File: src/sro_pkg.sv
// constants for the serial receiver with overrun and address detection
// assumes an apb register bus with 32-bit data and word-aligned registers
package sro_pkg;
   // register byte offsets
   localparam logic [7:0] SRO_CTRL_OFS   = 8'h00;
   localparam logic [7:0] SRO_STAT_OFS   = 8'h04;
   localparam logic [7:0] SRO_RXDAT_OFS  = 8'h08;
   localparam logic [7:0] SRO_TXDAT_OFS  = 8'h0C;
   localparam logic [7:0] SRO_BAUD_OFS   = 8'h10;
   // control field positions
   localparam int SRO_C_PORT_EN   = 0;   // serial_port_enable
   localparam int SRO_C_CONT_RX   = 1;   // continuous_receive_enable
   localparam int SRO_C_NINE_RX   = 2;   // nine_bit_receive_select
   localparam int SRO_C_ADDR      = 3;   // address_detect_enable
   localparam int SRO_C_SINGLE_RX = 4;   // single_receive_enable
   localparam int SRO_C_TX_EN     = 5;   // transmit_enable
   localparam int SRO_C_NINE_TX   = 6;   // nine_bit_transmit_select
   localparam int SRO_C_TX_NINTH  = 7;   // transmit_ninth_bit
   localparam int SRO_C_MCLK_SRC  = 8;   // master_clock_source_select
   localparam int SRO_C_SYNC      = 9;   // clocked-link mode select
   localparam int SRO_C_HI_SPEED  = 10;  // baud_high_speed_select
   localparam int SRO_C_B16   = 11;  // baud_sixteen_bit_select
   localparam int SRO_CTRL_W  = 12;
   localparam logic [SRO_CTRL_W-1:0] SRO_CTRL_RST = 12'h000;
   localparam logic [15:0] SRO_BAUD_RST = 16'h0000;
   // status field positions
   localparam int SRO_S_OVR   = 0;
   localparam int SRO_S_RX_NINTH = 1;
   localparam int SRO_S_PEND  = 2;
   localparam int SRO_S_TXBSY = 3;
   localparam int SRO_S_CNT   = 4;
   localparam int SRO_RX_DEPTH = 2;
   localparam logic [3:0] SRO_BITS8 = 4'h8;
   localparam logic [3:0] SRO_BITS9 = 4'h9;
   typedef enum logic [1:0] {
      SRO_RX_IDLE = 2'b00,
      SRO_RX_DATA = 2'b01,
      SRO_RX_STOP = 2'b10
   } sro_rx_e;
   typedef enum logic [0:0] {
      SRO_TX_IDLE  = 1'b0,
      SRO_TX_SHIFT = 1'b1
   } sro_tx_e;
endpackage : sro_pkg

File: src/sro_rx_top.sv
// serial transceiver: two-deep receive fifo, overrun, nine-bit and address detection,
// plus a synchronous master transmitter. assumes apb master on clk_i and a link clock
// and data pin from outside, sampled by clk_i.
//
// Added by the designer: the register offsets and register access over APB.
`timescale 1ns/1ps
// Contract
// - receive fifo holds two characters; a third complete one flags overrun (the flag is set only while continuous receive is on).
// - overrun sets the overrun error flag in the status register.
// - during overrun, held characters stay readable; no new characters accepted.
// - clearing continuous receive or port enable clears the overrun flag.
// - nine-bit select makes the receiver shift nine bits per character.
// - receive ninth bit shows bit nine of the oldest unread character.
// - address-detect enable puts the receiver into address filtering mode.
// - in address mode only characters with ninth bit one enter the fifo.
// - writing transmit data starts a synchronous transmission once set up.
// - receive pending is set while receiver enabled and fifo not empty.
// - each receive data read removes the oldest character from the fifo.
module sro_rx_top
   import sro_pkg::*;
#(
   parameter int RX_DEPTH = SRO_RX_DEPTH  // receive fifo depth
) (
   input  wire logic        clk_i,           // system clock, 50 MHz
   input  wire logic        sys_rst_i,       // async reset, active high
   input  wire logic        psel,            // apb select
   input  wire logic        penable,         // apb enable
   input  wire logic        pwrite,          // apb direction
   input  wire logic [7:0]  paddr,           // apb byte address
   input  wire logic [31:0] pwdata,          // apb write data
   output logic [31:0]      prdata,          // apb read data
   output logic             pready,          // apb ready
   output logic             pslverr,         // apb error on unmapped address
   input  wire logic        link_clk_i,      // link clock pin input
   input  wire logic        link_dat_i,      // link data pin input
   output logic             link_clk_o,      // link clock pin output
   output logic             link_clk_oe_n_o, // link clock drive, low drives
   output logic             link_dat_o,      // link data pin output
   output logic             link_dat_oe_n_o  // link data drive, low drives
);
   // the fifo indexing below serves exactly two entries
   if (RX_DEPTH != SRO_RX_DEPTH) begin : g_bad_depth
      $error("sro_rx_top: fifo depth must be two");
   end

   logic [SRO_CTRL_W-1:0] ctrl_q;
   logic [15:0]           baud_q;
   logic [31:0]           prdata_q;
   logic [8:0]            fifo_q [RX_DEPTH];
   logic                  head_q;
   logic [1:0]            cnt_q;
   logic                  ovr_q;
   sro_rx_e               rx_st_q;
   logic [3:0]            rx_bit_q;
   logic [8:0]            rx_sr_q;
   logic [2:0]            lclk_q;
   logic [1:0]            ldat_q;
   sro_tx_e               tx_st_q;
   logic [15:0]           div_q;
   logic [3:0]            tx_bit_q;
   logic [8:0]            tx_sr_q;
   logic                  tx_clk_q;
   logic                  tx_dat_q;

   wire port_en  = ctrl_q[SRO_C_PORT_EN];
   wire cont_rx  = ctrl_q[SRO_C_CONT_RX];
   wire nine_rx  = ctrl_q[SRO_C_NINE_RX];
   wire addr_det = ctrl_q[SRO_C_ADDR];
   wire rx_en    = port_en & (cont_rx | ctrl_q[SRO_C_SINGLE_RX]);
   wire wr_acc = psel & penable & pwrite;
   wire rd_acc = psel & penable & ~pwrite;
   wire mapped = (paddr == SRO_CTRL_OFS) | (paddr == SRO_STAT_OFS) |
                 (paddr == SRO_RXDAT_OFS) | (paddr == SRO_TXDAT_OFS) |
                 (paddr == SRO_BAUD_OFS);
   wire lrise  = lclk_q[1] & ~lclk_q[2];
   wire [3:0] nbits = nine_rx ? SRO_BITS9 : SRO_BITS8;
   wire [8:0] rx_char = nine_rx ? rx_sr_q : {1'b0, rx_sr_q[7:0]};
   wire rx_done = (rx_st_q == SRO_RX_STOP) & lrise;
   wire keep    = ~addr_det | rx_char[8];
   wire full    = (cnt_q == 2'(RX_DEPTH));
   wire pop     = rd_acc & (paddr == SRO_RXDAT_OFS) & (cnt_q != 2'h0);
   wire push    = rx_done & keep & ~full & ~ovr_q;
   wire ovr_ev  = rx_done & keep & full;
   wire [8:0] head_char = fifo_q[head_q];
   wire pend    = rx_en & (cnt_q != 2'h0);
   wire tx_go   = wr_acc & (paddr == SRO_TXDAT_OFS) & port_en & ctrl_q[SRO_C_TX_EN] &
                  (tx_st_q == SRO_TX_IDLE);
   wire [15:0] div_lim = ctrl_q[SRO_C_B16] ? baud_q : {8'h00, baud_q[7:0]};
   wire tick    = (div_q == div_lim);
   wire master  = port_en & ctrl_q[SRO_C_SYNC] & ctrl_q[SRO_C_MCLK_SRC] & ctrl_q[SRO_C_TX_EN];

   assign pready  = 1'b1;
   assign pslverr = psel & penable & ~mapped;
   assign prdata  = prdata_q;

   // apb register writes
   always_ff @(posedge clk_i or posedge sys_rst_i) begin
      if (sys_rst_i) begin
         ctrl_q <= SRO_CTRL_RST;
         baud_q <= SRO_BAUD_RST;
      end else if (wr_acc) begin
         if (paddr == SRO_CTRL_OFS) ctrl_q <= pwdata[SRO_CTRL_W-1:0];
         if (paddr == SRO_BAUD_OFS) baud_q <= pwdata[15:0];
      end
   end

   // read data captured in the setup cycle, held through the access cycle
   always_ff @(posedge clk_i or posedge sys_rst_i) begin
      if (sys_rst_i) begin
         prdata_q <= 32'h0000_0000;
      end else if (psel & ~penable) begin
         prdata_q <= 32'h0000_0000;
         case (paddr)
            SRO_CTRL_OFS:  prdata_q[SRO_CTRL_W-1:0] <= ctrl_q;
            SRO_STAT_OFS: begin
               prdata_q[SRO_S_OVR]   <= ovr_q;
               prdata_q[SRO_S_RX_NINTH] <= head_char[8];
               prdata_q[SRO_S_PEND]  <= pend;
               prdata_q[SRO_S_TXBSY] <= (tx_st_q == SRO_TX_SHIFT);
               prdata_q[SRO_S_CNT+1:SRO_S_CNT] <= cnt_q;
            end
            SRO_RXDAT_OFS: prdata_q[7:0] <= head_char[7:0];
            SRO_BAUD_OFS:  prdata_q[15:0] <= baud_q;
            default:       prdata_q <= 32'h0000_0000;
         endcase
      end
   end

   // pin synchronisers; only the second stage and later are read
   always_ff @(posedge clk_i or posedge sys_rst_i) begin
      if (sys_rst_i) begin
         lclk_q <= 3'h0;
         ldat_q <= 2'h3;
      end else begin
         lclk_q <= {lclk_q[1:0], link_clk_i};
         ldat_q <= {ldat_q[0], link_dat_i};
      end
   end

   // receiver: start bit, 8 or 9 data bits lsb first, stop bit, one per link clock rise
   always_ff @(posedge clk_i or posedge sys_rst_i) begin
      if (sys_rst_i) begin
         rx_st_q  <= SRO_RX_IDLE;
         rx_bit_q <= 4'h0;
         rx_sr_q  <= 9'h000;
      end else if (~rx_en | ovr_q) begin
         rx_st_q  <= SRO_RX_IDLE;
         rx_bit_q <= 4'h0;
      end else if (lrise) begin
         case (rx_st_q)
            SRO_RX_IDLE: begin
               if (~ldat_q[1]) rx_st_q <= SRO_RX_DATA;
               rx_bit_q <= 4'h0;
            end
            SRO_RX_DATA: begin
               rx_sr_q[rx_bit_q] <= ldat_q[1];
               rx_bit_q <= rx_bit_q + 4'h1;
               if (rx_bit_q == nbits - 4'h1) rx_st_q <= SRO_RX_STOP;
            end
            SRO_RX_STOP: rx_st_q <= SRO_RX_IDLE;
            default:     rx_st_q <= SRO_RX_IDLE;
         endcase
      end
   end

   // two-deep fifo; port disable empties it
   always_ff @(posedge clk_i or posedge sys_rst_i) begin
      if (sys_rst_i) begin
         head_q <= 1'b0;
         cnt_q  <= 2'h0;
         for (int i = 0; i < RX_DEPTH; i++) fifo_q[i] <= 9'h000;
      end else if (~port_en) begin
         // port disable is a module reset: no stale ninth bit survives it
         head_q <= 1'b0;
         cnt_q  <= 2'h0;
         for (int i = 0; i < RX_DEPTH; i++) fifo_q[i] <= 9'h000;
      end else begin
         if (push) fifo_q[head_q ^ cnt_q[0]] <= rx_char;
         if (pop) head_q <= ~head_q;
         cnt_q <= cnt_q + 2'(push) - 2'(pop);
      end
   end

   // overrun flag; cleared only while the receiver cannot set it
   always_ff @(posedge clk_i or posedge sys_rst_i) begin
      if (sys_rst_i) ovr_q <= 1'b0;
      else if (~port_en | ~cont_rx) ovr_q <= 1'b0;
      else if (ovr_ev) ovr_q <= 1'b1;
   end

   // synchronous master transmitter, clock from the baud divider
   always_ff @(posedge clk_i or posedge sys_rst_i) begin
      if (sys_rst_i) begin
         tx_st_q  <= SRO_TX_IDLE;
         div_q    <= 16'h0000;
         tx_bit_q <= 4'h0;
         tx_sr_q  <= 9'h000;
         tx_clk_q <= 1'b0;
         tx_dat_q <= 1'b0;
      end else if (~port_en) begin
         tx_st_q  <= SRO_TX_IDLE;
         div_q    <= 16'h0000;
         tx_clk_q <= 1'b0;
      end else if (tx_go) begin
         tx_st_q  <= SRO_TX_SHIFT;
         div_q    <= 16'h0000;
         tx_bit_q <= 4'h0;
         tx_sr_q  <= {ctrl_q[SRO_C_TX_NINTH], pwdata[7:0]};
         tx_dat_q <= pwdata[0];
         tx_clk_q <= 1'b0;
      end else if (tx_st_q == SRO_TX_SHIFT) begin
         div_q <= tick ? 16'h0000 : div_q + 16'h0001;
         if (tick) begin
            tx_clk_q <= ~tx_clk_q;
            if (tx_clk_q) begin
               tx_bit_q <= tx_bit_q + 4'h1;
               if (tx_bit_q == (ctrl_q[SRO_C_NINE_TX] ? SRO_BITS9 : SRO_BITS8) - 4'h1)
                  tx_st_q <= SRO_TX_IDLE;
               else
                  tx_dat_q <= tx_sr_q[tx_bit_q + 4'h1];
            end
         end
      end
   end

   assign link_clk_o      = tx_clk_q;
   assign link_clk_oe_n_o = ~master;
   assign link_dat_o      = tx_dat_q;
   assign link_dat_oe_n_o = ~(master & (tx_st_q == SRO_TX_SHIFT));

   AST_FIFO_MAX: assert property (@(posedge clk_i) disable iff (sys_rst_i)
      cnt_q <= 2'(RX_DEPTH)) else $error("fifo count above two");
   AST_OVR_SET: assert property (@(posedge clk_i) disable iff (sys_rst_i)
      ovr_ev && port_en && cont_rx |=> ovr_q) else $error("overrun not flagged");
   AST_OVR_BLOCK: assert property (@(posedge clk_i) disable iff (sys_rst_i)
      ovr_q |-> !push && (rx_st_q == SRO_RX_IDLE)) else $error("receive during overrun");
   AST_OVR_CLR: assert property (@(posedge clk_i) disable iff (sys_rst_i)
      !cont_rx |=> !ovr_q) else $error("overrun not cleared");
   AST_NINE: assert property (@(posedge clk_i) disable iff (sys_rst_i)
      $rose(rx_st_q == SRO_RX_STOP) |-> rx_bit_q == nbits) else $error("wrong bit count");
   AST_NINTH: assert property (@(posedge clk_i) disable iff (sys_rst_i)
      psel && !penable && paddr == SRO_STAT_OFS |=>
      prdata[SRO_S_RX_NINTH] == $past(head_char[8]))
      else $error("ninth bit not from head");
   AST_ADDR: assert property (@(posedge clk_i) disable iff (sys_rst_i)
      push && addr_det |-> rx_char[8]) else $error("non-address char accepted");
   AST_PEND: assert property (@(posedge clk_i) disable iff (sys_rst_i)
      psel && !penable && paddr == SRO_STAT_OFS && rx_en && cnt_q != 2'h0 |=>
      prdata[SRO_S_PEND]) else $error("pending lost");
   AST_POP: assert property (@(posedge clk_i) disable iff (sys_rst_i)
      pop && !push && port_en |=> cnt_q == $past(cnt_q) - 2'h1 && head_q != $past(head_q))
      else $error("read did not pop");
   AST_KEEP: assert property (@(posedge clk_i) disable iff (sys_rst_i)
      ovr_ev && !pop && port_en |=>
      fifo_q[0] == $past(fifo_q[0]) && fifo_q[1] == $past(fifo_q[1]))
      else $error("overrun overwrote fifo");
   AST_TXGO: assert property (@(posedge clk_i) disable iff (sys_rst_i)
      tx_go |=> tx_st_q == SRO_TX_SHIFT && !link_dat_oe_n_o == master)
      else $error("transmit not started");
   COV_OVR:  cover property (@(posedge clk_i) disable iff (sys_rst_i) ovr_ev);
   COV_FULL: cover property (@(posedge clk_i) disable iff (sys_rst_i) push ##[1:400] full);
   COV_DROP: cover property (@(posedge clk_i) disable iff (sys_rst_i) rx_done && !keep);
   COV_TX:   cover property (@(posedge clk_i) disable iff (sys_rst_i) tx_go);
endmodule : sro_rx_top

File: config.mk
export PLATFORM = sky130hd
export DESIGN_NAME = sro_rx_top
export DESIGN_NICKNAME = d
export VERILOG_FILES = /design/src/sro_pkg.sv /design/src/sro_rx_top.sv
export SDC_FILE = /design/constraint.sdc
export NUM_CORES = 1
export LEC_CHECK = 0
export BUFFER_PORTS_ARGS = -buffer_cell sky130_fd_sc_hd__buf_2
export CORE_MARGIN = 4
export CORE_UTILIZATION = 27
export DETAILED_ROUTE_END_ITERATION = 6
export PLACE_DENSITY_LB_ADDON = 0.3
export SETUP_SLACK_MARGIN = 0.5
export SLEW_MARGIN = 20
export SYNTH_ARGS = -nofsm -noshare
export SYNTH_HDL_FRONTEND = slang
export SYNTH_SLANG_ARGS = --single-unit
File: constraint.sdc
create_clock -name clk_i -period 2.95 [get_ports clk_i]
set_clock_uncertainty 0.05 [all_clocks]
set_input_delay 0 -clock clk_i [delete_from_list [all_inputs] [get_ports clk_i]]
set_output_delay 0 -clock clk_i [all_outputs]
set_load 0.05 [all_outputs]
### Yosys cells after proc, flatten, opt, wreduce, memory -nomap -nowiden

Cells that the tools add are included.

| storage, ports and cells | value |
|---|---|
| register bits | 118 |
| input bits | 47 |
| output and inout port bits | 38 |
| logic and storage cells | 176 |

| operators by class | value |
|---|---|
| add/sub/neg operators | 7 |
| magnitude comparators | 6 |
| equality and inequality tests | 17 |
| mux-type cells | 57 |
| bitwise gates (word level) | 50 |
| reductions and logical operators | 20 |

Operator list:

| operator | number |
|---|---|
| 2-to-1 mux 16 bit | 5 |
| 2-to-1 mux 9 bit | 5 |
| 2-to-1 mux 18 bit | 2 |
| 2-to-1 mux 4 bit | 7 |
| one-hot mux 6 bit (4 select lines) | 1 |
| AND 1 bit | 23 |
| 2-to-1 mux 1 bit | 23 |
| bitwise mux 18 bit | 1 |
| adder 16 x 1 -> 16 bit (second input constant) | 1 |
| equality test 16 bit | 1 |
| equality test 8 x 4 -> 1 bit (second input constant) | 2 |
| NOT 1 bit | 16 |
| one-hot mux 4 bit (2 select lines) | 2 |
| nonzero test 2 bit | 6 |
| < comparator 4 x 5 -> 1 bit (second input constant) | 2 |
| 2-to-1 mux 2 bit | 5 |
| AND reduction 2 bit | 5 |
| bitwise mux 9 bit | 1 |
| demux 9 bit (select 1 bit) | 1 |
| adder 4 x 1 -> 4 bit (second input constant) | 2 |
| equality test 4 bit | 2 |
| equality test 8 x 3 -> 1 bit (second input constant) | 1 |
| equality test 8 x 5 -> 1 bit (second input constant) | 1 |
| logical NOT 8 bit | 1 |
| other kinds (25) | 41 |

### Logic depth before layout (Yosys ltp)

Gate-level depths: netlist of the first run.

| logic depth | value |
|---|---|
| depth in word-level cells | 9 |
| gate-level depth with buffers | 11 |

### Worst setup path before layout of the first run

Ideal clock, no wire load.

| path | value |
|---|---|
| path type | input to register |
| start | input paddr[0] |
| end | register cnt_q[1] |
| library setup time | 132 ps |
| arrival | 2,091 ps |
| required time | 2,768 ps |
| slack | 678 ps |
| stages on the path | 11 |
| cell sequence | or4_4 nor3_4 and3b_1 buf_6 nor4b_4 ha_1 inv_1 ha_1 xor2_1 xnor2_1 nor2_1 |

| on the way | value |
|---|---|
| word-level cells in the longest chain between the ends | 5 |

RTL lines:

| what | line | text |
|---|---|---|
| from (decl) | sro_rx_top.sv:29 | `input wire logic [7:0] paddr,` |
| equality test 8 x 4 -> 1 bit | sro_rx_top.sv:81 | `wire pop = rd_acc & (paddr == SRO_RXDAT_OFS) & (cnt_q != 2'h0);` |
| AND 1 bit (2 in a row) | sro_rx_top.sv:81 |  |
| subtractor 2 x 1 -> 2 bit | sro_rx_top.sv:180 | `cnt_q <= cnt_q + 2'(push) - 2'(pop);` |
| 2-to-1 mux 2 bit | sro_rx_top.sv:172 | `end else if (~port_en) begin` |
| to (signal assigned) | sro_rx_top.sv:180 |  |
| to (decl) | sro_rx_top.sv:51 | `logic [1:0] cnt_q;` |

Every way passes these cells.
A chain may end at the register's enable or synchronous reset.

### Worst setup path after layout of the first run

| path | value |
|---|---|
| start | register tx_bit_q[0] |
| end | register tx_dat_q (netlist: link_dat_o) |

| on the way | value |
|---|---|
| word-level cells in the longest chain between the ends | 8 |
| elaborated cells on any way between the ends | 11 |
| classes of those cells | add/sub: 1; eq/ne: 2; mux: 7; reduce/logical: 1 |

RTL lines:

| what | line | text |
|---|---|---|
| from (decl) | sro_rx_top.sv:60 | `logic [3:0] tx_bit_q;` |
| from (signal assigned) | sro_rx_top.sv:216 | `tx_bit_q <= tx_bit_q + 4'h1;` |
| adder 4 x 1 -> 4 bit | sro_rx_top.sv:220 | `tx_dat_q <= tx_sr_q[tx_bit_q + 4'h1];` |
| binary-select mux 1 bit (select 4 bit) | sro_rx_top.sv:220 |  |
| 2-to-1 mux 1 bit (not written as such) | sro_rx_top.sv:220 |  |
| 2-to-1 mux 1 bit | sro_rx_top.sv:217 | `if (tx_bit_q == (ctrl_q[SRO_C_NINE_TX] ? SRO_BITS9 : SRO_BITS8) - 4'h1)` |
| 2-to-1 mux 1 bit | sro_rx_top.sv:215 | `if (tx_clk_q) begin` |
| 2-to-1 mux 1 bit | sro_rx_top.sv:213 | `if (tick) begin` |
| 2-to-1 mux 1 bit | sro_rx_top.sv:211 | `end else if (tx_st_q == SRO_TX_SHIFT) begin` |
| 2-to-1 mux 1 bit | sro_rx_top.sv:204 | `end else if (tx_go) begin` |
| to (signal assigned) | sro_rx_top.sv:209 | `tx_dat_q <= pwdata[0];` |
| to (signal assigned) | sro_rx_top.sv:220 |  |
| to (decl) | sro_rx_top.sv:63 | `logic tx_dat_q;` |

Several ways; a longest one is shown, not always the timed one. The select of a mux whose other input is x is not followed.

==> impl_metrics.csv, run 1 <==
group,metric,value,unit
synth,ys_seq_area_share,49.1,%
placement,port_buffers,51,
layout,antenna_cells,0,
pwr,internal-power,3180,uW
pwr,p_leak,0.00334,uW
sta,rsz0062_at_grt,"no",
grt,grt_pass1_wl,23.8,mm
placement,dp_hpwl,10.6,mm
layout,nNetsFinal,714,
outcome,status,"complete, no violations",
sta,fin_crit,2.34,ns
routing,routed_via_density,4.75,
worst_setup_path,worstPathArrival,2.57,ns
sta,max_freq,427,MHz
pwr,ir_drop,304,uV
layout,n_fill_cell,2270,
routing,drt_iter0_drc,303,
floorplan,core_area,21900,sq um
synth,ys_types,63,
synth,synth_xor_area_share,3.93,%
pwr,comb_power_share,4.8,%
grt,grt_usage,12.4,%
grt,antenna_found_initial,0,
pwr,swShare,21.4,%
synth,yosysTopAreaCell,"dfrtp_1",
sta,hold_violations,0,
worst_setup_path,criticalPathCategory,"register to register",
grt,grt.overflow.total,0,
routing,finalWirelength,14.8,mm
layout,drive_above_1_share,23.0,%
job,drv_cap,0,
synth,synthCells,583,
routing,wl_per_cell,15.6,microns
min_path,hp-class,"input pin to register",
clocking,clk_pin_slew,0.05,ns
synth,synth_area,6020,sq um
clocking,post_cts_buffers,0,
placement,gp_congestion,0.783,
clocking,clock_latency,0.41,ns
sta,slew_headroom,54.4,%
floorplan,num_rows,54,
clocking,numCtsBuffers,17,
sta,worst_slew_pin_slew,0.684,ns
clocking,tritoncts,"yes",
synth,ys_top_cells_by_area,"dfrtp_1 (48%), nand2_1 (6.7%), mux2_2 (5.2%), o21ai_0 (3.0%), xnor2_1 (2.8%)",
worst_setup_path,start_kind,"register",
synth,synthFlopType,"dfrtp_1",
pwr,power,4050,uW
worst_setup_path,crit_start,"tx_bit_q[0]",
sta,period_share,79.4,%
routing,drcViolationCount,0,
floorplan,initial_core_util,27.5,%
synth,yosys.area_share.simple,17.9,%
sta,drv_slew,0,
synth,synth_fa_ha_area_share,1.83,%
sta,finalSetupViolCount,0,
layout,final_cells,951,
layout,multi_input_area,2830,sq um
pwr,powerDensity,548,nW/um^2
pwr,clkPwrFrac,54.6,%
routing,final_antenna_net_count,0,
placement,dp.cells,899,
layout,syn2layout_area_growth,22.6,%
floorplan,die_x,157,microns
pwr,pwr-share-seq,40.6,%
worst_setup_path,r2r_start,"tx_bit_q[0]",
synth,synthArstFlopShare,100,%
synth,synth_top_cell_area_share,48.2,%
synth,ys_warn_count,0,
worst_setup_path,crit_required,3.18,ns
synth,synth_top_family_by_area,"simple AND/OR/NAND/NOR gates",
min_path,hp-start,"paddr[6]",
synth,muxShareOfSynthArea,10.3,%
synth,synth_edf_count,0,
layout,layout_common_cells,"dfrtp_1 (116), nand2_1 (107), buf_2 (51)",
layout,final-seq-area,2960,sq um
routing,num_vias,4515,
synth,ys_ff_latch,118,
clocking,clock_sinks,118,
pwr,p_switching,867,uW
grt,grt_pass1_vias,4306,
worst_setup_path,end_kind,"register",
synth,avgSynthCellArea,10.3,sq um
clocking,cts-root-buf,"clkbuf_16",
clocking,cts_max_level,4,
floorplan,dieHeight,157,microns
worst_setup_path,cp_max_fo,7,
floorplan,dieArea,24800,sq um
clocking,clk_path_buf_depth,2,
floorplan,ios,85,
grt,grt_max_degree,119,
routing,dr.pass1.iters,5,
sta,setup_tns,0,ns
layout,final_common_cell,"dfrtp_1",
synth,synth_compound_area_share,11.7,%
## flip-flops by register name, summed over array words and instances, names as in the netlist, 3 cells and up
signal,cells
baud_q,16
ctrl_q,12
div_q,16
fifo_q,18
lclk_q,3
prdata,16
rx_bit_q,4
rx_sr_q,9
tx_bit_q,4
tx_sr_q,9
## power groups by stage
stage,Combinational [uW],Sequential (uW),Clock [uW]
floorplan,135,1660,0
global placement,178,1670,0
detailed placement,177,1670,0
CTS,199,1640,2260
global route,214,1640,2330
finish,195,1640,2210
## through the flow
| stage | hold WS, ns | utilization [%] | instance area, sq um | worst slack, ns |
|---|---|---|---|---|
| final | 0.0564 | 33.8 | 7390 | 0.609 |
| after global routing | 0.0521 | 33.8 | 7390 | 0.504 |
| after CTS | 0.0425 | 33.7 | 7370 | 0.544 |
| after detailed placement | 0.0599 | 29.8 | 6530 | 0.478 |
| after global placement | 0.0580 | 29.8 | 6530 | 0.507 |
| after floorplan | -0.0455 | - | 6080 | 0.678 |
## per-layer routing
metal / vias to the layer above / global-route usage [%] / share of wire, %
met5: - / 0 / 0
met4: 0 / 2.95 / 0.84
met3: 5 / 3.19 / 4.7
met2: 110 / 17.9 / 44
met1: 2190 / 18.5 / 51
li1: 2210 / - / -
## cells by family after synthesis
kind of cell	Yosys count
AND/OR/NAND/NOR	220
flip-flops	118
AO/OA/AOI/OAI	104
buffers and inverters	53
multiplexers	50
XOR/XNOR	27
adder cells (fa/ha/maj)	9
other	2
## worst paths after layout
| check | slack (ns) | endpoint | depth (start not counted) |
|---|---|---|---|
| setup / recovery | 0.61 | link_dat_o | 5 |
| setup reg to reg | 0.61 | link_dat_o | 5 |
| hold reg to reg | 0.30 | ldat_q[1] | 0 |
| min in group asynchronous | 0.30 | prdata[3] | 4 |
| max in group asynchronous | 2.10 | tx_sr_q[0] | 4 |
| hold / removal | 0.06 | prdata[2] | 4 |
## cell type report
class / count / share of cell area (%)
Clock buffer: 23 / 6.60
Tap cell: 280 / 4.74
Timing Repair Buffer: 87 / 7.99
Sequential cell: 118 / 40.0
Clock inverter: 8 / 1.96
Multi-Input combinational cell: 427 / 38.2
Inverter: 8 / 0.457
## critical path, cell delays in order (launching register included)
cell and delay (ns):
dfrtp_1 0.47, ha_2 0.42, mux4_2 0.52, mux2_2 0.28, a2111oi_1 0.38, o31ai_1 0.10
## synthesized netlist by cell type, drive strengths merged (6+ instances only)
library cell and number:
a21oi 17, a222oi 8, a22oi 9, buf 31, clkbuf 14, dfrtp 116
ha 8, inv 8, mux2 46, nand2 107, nand3 12, nand4 13
nor2 37, nor3 9, nor4 6, o21ai 36, xnor2 19, xor2 8
## timing repair
action                     CTS  global route
hold buffers                21             0
hold endpoints to repair   158             0
setup endpoints to repair    0             2
resized for setup            0             3
(Power assumes the default switching activity.)
==> inputs of run 2 (changes only) <==
Clock period 2.95 ns to 2.4 ns, I/O delays scaled along.
==> impl_metrics.csv, run 2 (same netlist as run 1, synthesis figures left out) <==
group,metric,value,unit
outcome,status,"complete, no violations",
sta,worst_slew_pin_slew,0.811,ns
pwr,p_leak,0.00349,uW
clocking,cts-root-buf,"clkbuf_16",
sta,drv_slew,0,
layout,antenna_cells,0,
clocking,tritoncts,"yes",
layout,largest_register,"fifo_q",
clocking,clk_pin_slew,0.05,ns
grt,grt_most_used_layer,"met1",
routing,drt_iter0_drc,321,
placement,dp.cells,908,
floorplan,dieArea,24800,sq um
worst_setup_path,start_kind,"register",
layout,syn2layout_area_growth,30.3,%
worst_setup_path,worstPathArrival,2.30,ns
sta,rsz0062_at_grt,"yes",
routing,num_vias,4694,
floorplan,die_x,157,microns
min_path,hp-class,"input pin to register",
floorplan,dieHeight,157,microns
worst_setup_path,crit_required,2.64,ns
layout,largest_reg_flops,18,
layout,n_fill_cell,2227,
sta,slew_headroom,45.8,%
sta,setup_tns,0,ns
pwr,internal-power,3770,uW
pwr,ir_drop,336,uV
pwr,pwr-share-seq,41.0,%
floorplan,num_rows,54,
grt,grt_pass1_vias,4443,
grt,grt_util_met1,18.9,%
worst_setup_path,crit_start,"tx_bit_q[0]",
job,drv_cap,0,
pwr,powerDensity,627,nW/um^2
routing,routed_via_density,4.78,
clocking,clk_path_buf_depth,2,
grt,grt.overflow.total,0,
pwr,p_switching,1150,uW
sta,max_freq,485,MHz
sta,hold_violations,0,
sta,finalSetupViolCount,0,
routing,final_antenna_net_count,0,
grt,grt_usage,12.9,%
worst_setup_path,criticalPathCategory,"register to register",
worst_setup_path,end_kind,"register",
grt,grt_pass1_wl,24.7,mm
layout,nNetsFinal,745,
grt,antenna_found_initial,0,
pwr,swShare,23.4,%
pwr,comb_power_share,5.4,%
layout,final_cells,983,
clocking,cts_max_level,4,
routing,finalWirelength,15.7,mm
grt,grt_max_degree,48,
floorplan,core_area,21900,sq um
worst_setup_path,cp_max_fo,4,
worst_setup_path,r2r_start,"tx_bit_q[0]",
clocking,clock_sinks,118,
grt,met3_usage,3.02,%
placement,dp_hpwl,10.9,mm
pwr,clkPwrFrac,53.6,%
layout,layout_common_cells,"nand2_1 (105), dfrtp_1 (105), buf_2 (51)",
clocking,clock_latency,0.42,ns
sta,period_share,85.9,%
grt,grt_use_met2,18.4,%
placement,port_buffers,51,
clocking,numCtsBuffers,17,
routing,dr.pass1.iters,5,
worst_setup_path,rrSetupSlack,0.34,ns
floorplan,initial_core_util,27.5,%
worst_setup_path,r2r-end,"link_dat_o",
worst_setup_path,crit_end,"link_dat_o",
worst_setup_path,r2r_cells,5,
placement,gp_congestion,0.801,
layout,drive_above_1_share,32.7,%
routing,wl_per_cell,16.0,microns
routing,drcViolationCount,0,
floorplan,ios,85,
sta,fin_crit,2.06,ns
-- run 2: cell type report --
| type | instances | area [sq um] | area share [%] |
|---|---|---|---|
| tap | 280 | 350 | 4.46 |
| timing repair buffer | 118 | 858 | 10.9 |
| inverter | 8 | 33.8 | 0.430 |
| clock buffer | 20 | 457 | 5.82 |
| clock inverter | 12 | 151 | 1.93 |
| sequential | 118 | 2970 | 37.8 |
| multi-input combinational | 427 | 3030 | 38.6 |
-- run 2: worst min-delay path by stage --
stage | start | end | cells after the start
2_1_floorplan | link_dat_i | ldat_q[0] | 0
3_3_place_gp | link_dat_i | ldat_q[0] | 1
3_5_place_dp | link_dat_i | ldat_q[0] | 1
4_1_cts | paddr[6] | prdata[2] | 4
5_1_grt | paddr[6] | prdata[2] | 4
6_report | paddr[6] | prdata[2] | 4
-- run 2: worst max-delay path: stages, from the launching register on --
cell       delay (ns)
dfrtp_2          0.42
ha_4             0.30
mux4_2           0.49
mux2_4           0.29
a2111oi_4        0.28
o31ai_1          0.10
-- run 2: what timing repair did --
| action | in CTS | in global routing |
|---|---|---|
| gates resized for setup | 19 | 36 |
| hold buffers | 21 | 0 |
| gates cloned | 0 | 1 |
| hold endpoints to repair | 71 | 0 |
| pin swaps | 13 | 22 |
| buffers inserted | 12 | 9 |
| endpoints found under the setup margin | 39 | 44 |
-- run 2: metal layers --
layer | routed length [microns] | vias to the layer above
li1 | - | 2265
met1 | 7850 | 2307
met2 | 6880 | 106
met3 | 739 | 16
met4 | 229 | 0
met5 | 0 | -
-- run 2: power groups by stage --
stage	logic, uW	registers [uW]	clock network (uW)
finish	263	2020	2640
CTS	259	2020	2690
detailed placement	228	2050	0
floorplan	166	2050	0
global route	288	2020	2770
global placement	227	2050	0
-- run 2: stage by stage --
step | setup WS (ns) | hold slack (ns) | cell area, sq um | util, % | total power [uW]
final | 0.339 | 0.0338 | 7850 | 35.9 | 4920
after global routing | 0.268 | 0.0481 | 7850 | 35.9 | 5080
after CTS | 0.314 | 0.0203 | 7640 | 34.9 | 4970
after detailed placement | 0.122 | 0.0657 | 6650 | 30.4 | 2280
after global placement | 0.154 | 0.0626 | 6650 | 30.4 | 2280
after floorplan | 0.128 | -0.0455 | 6120 | - | 2210
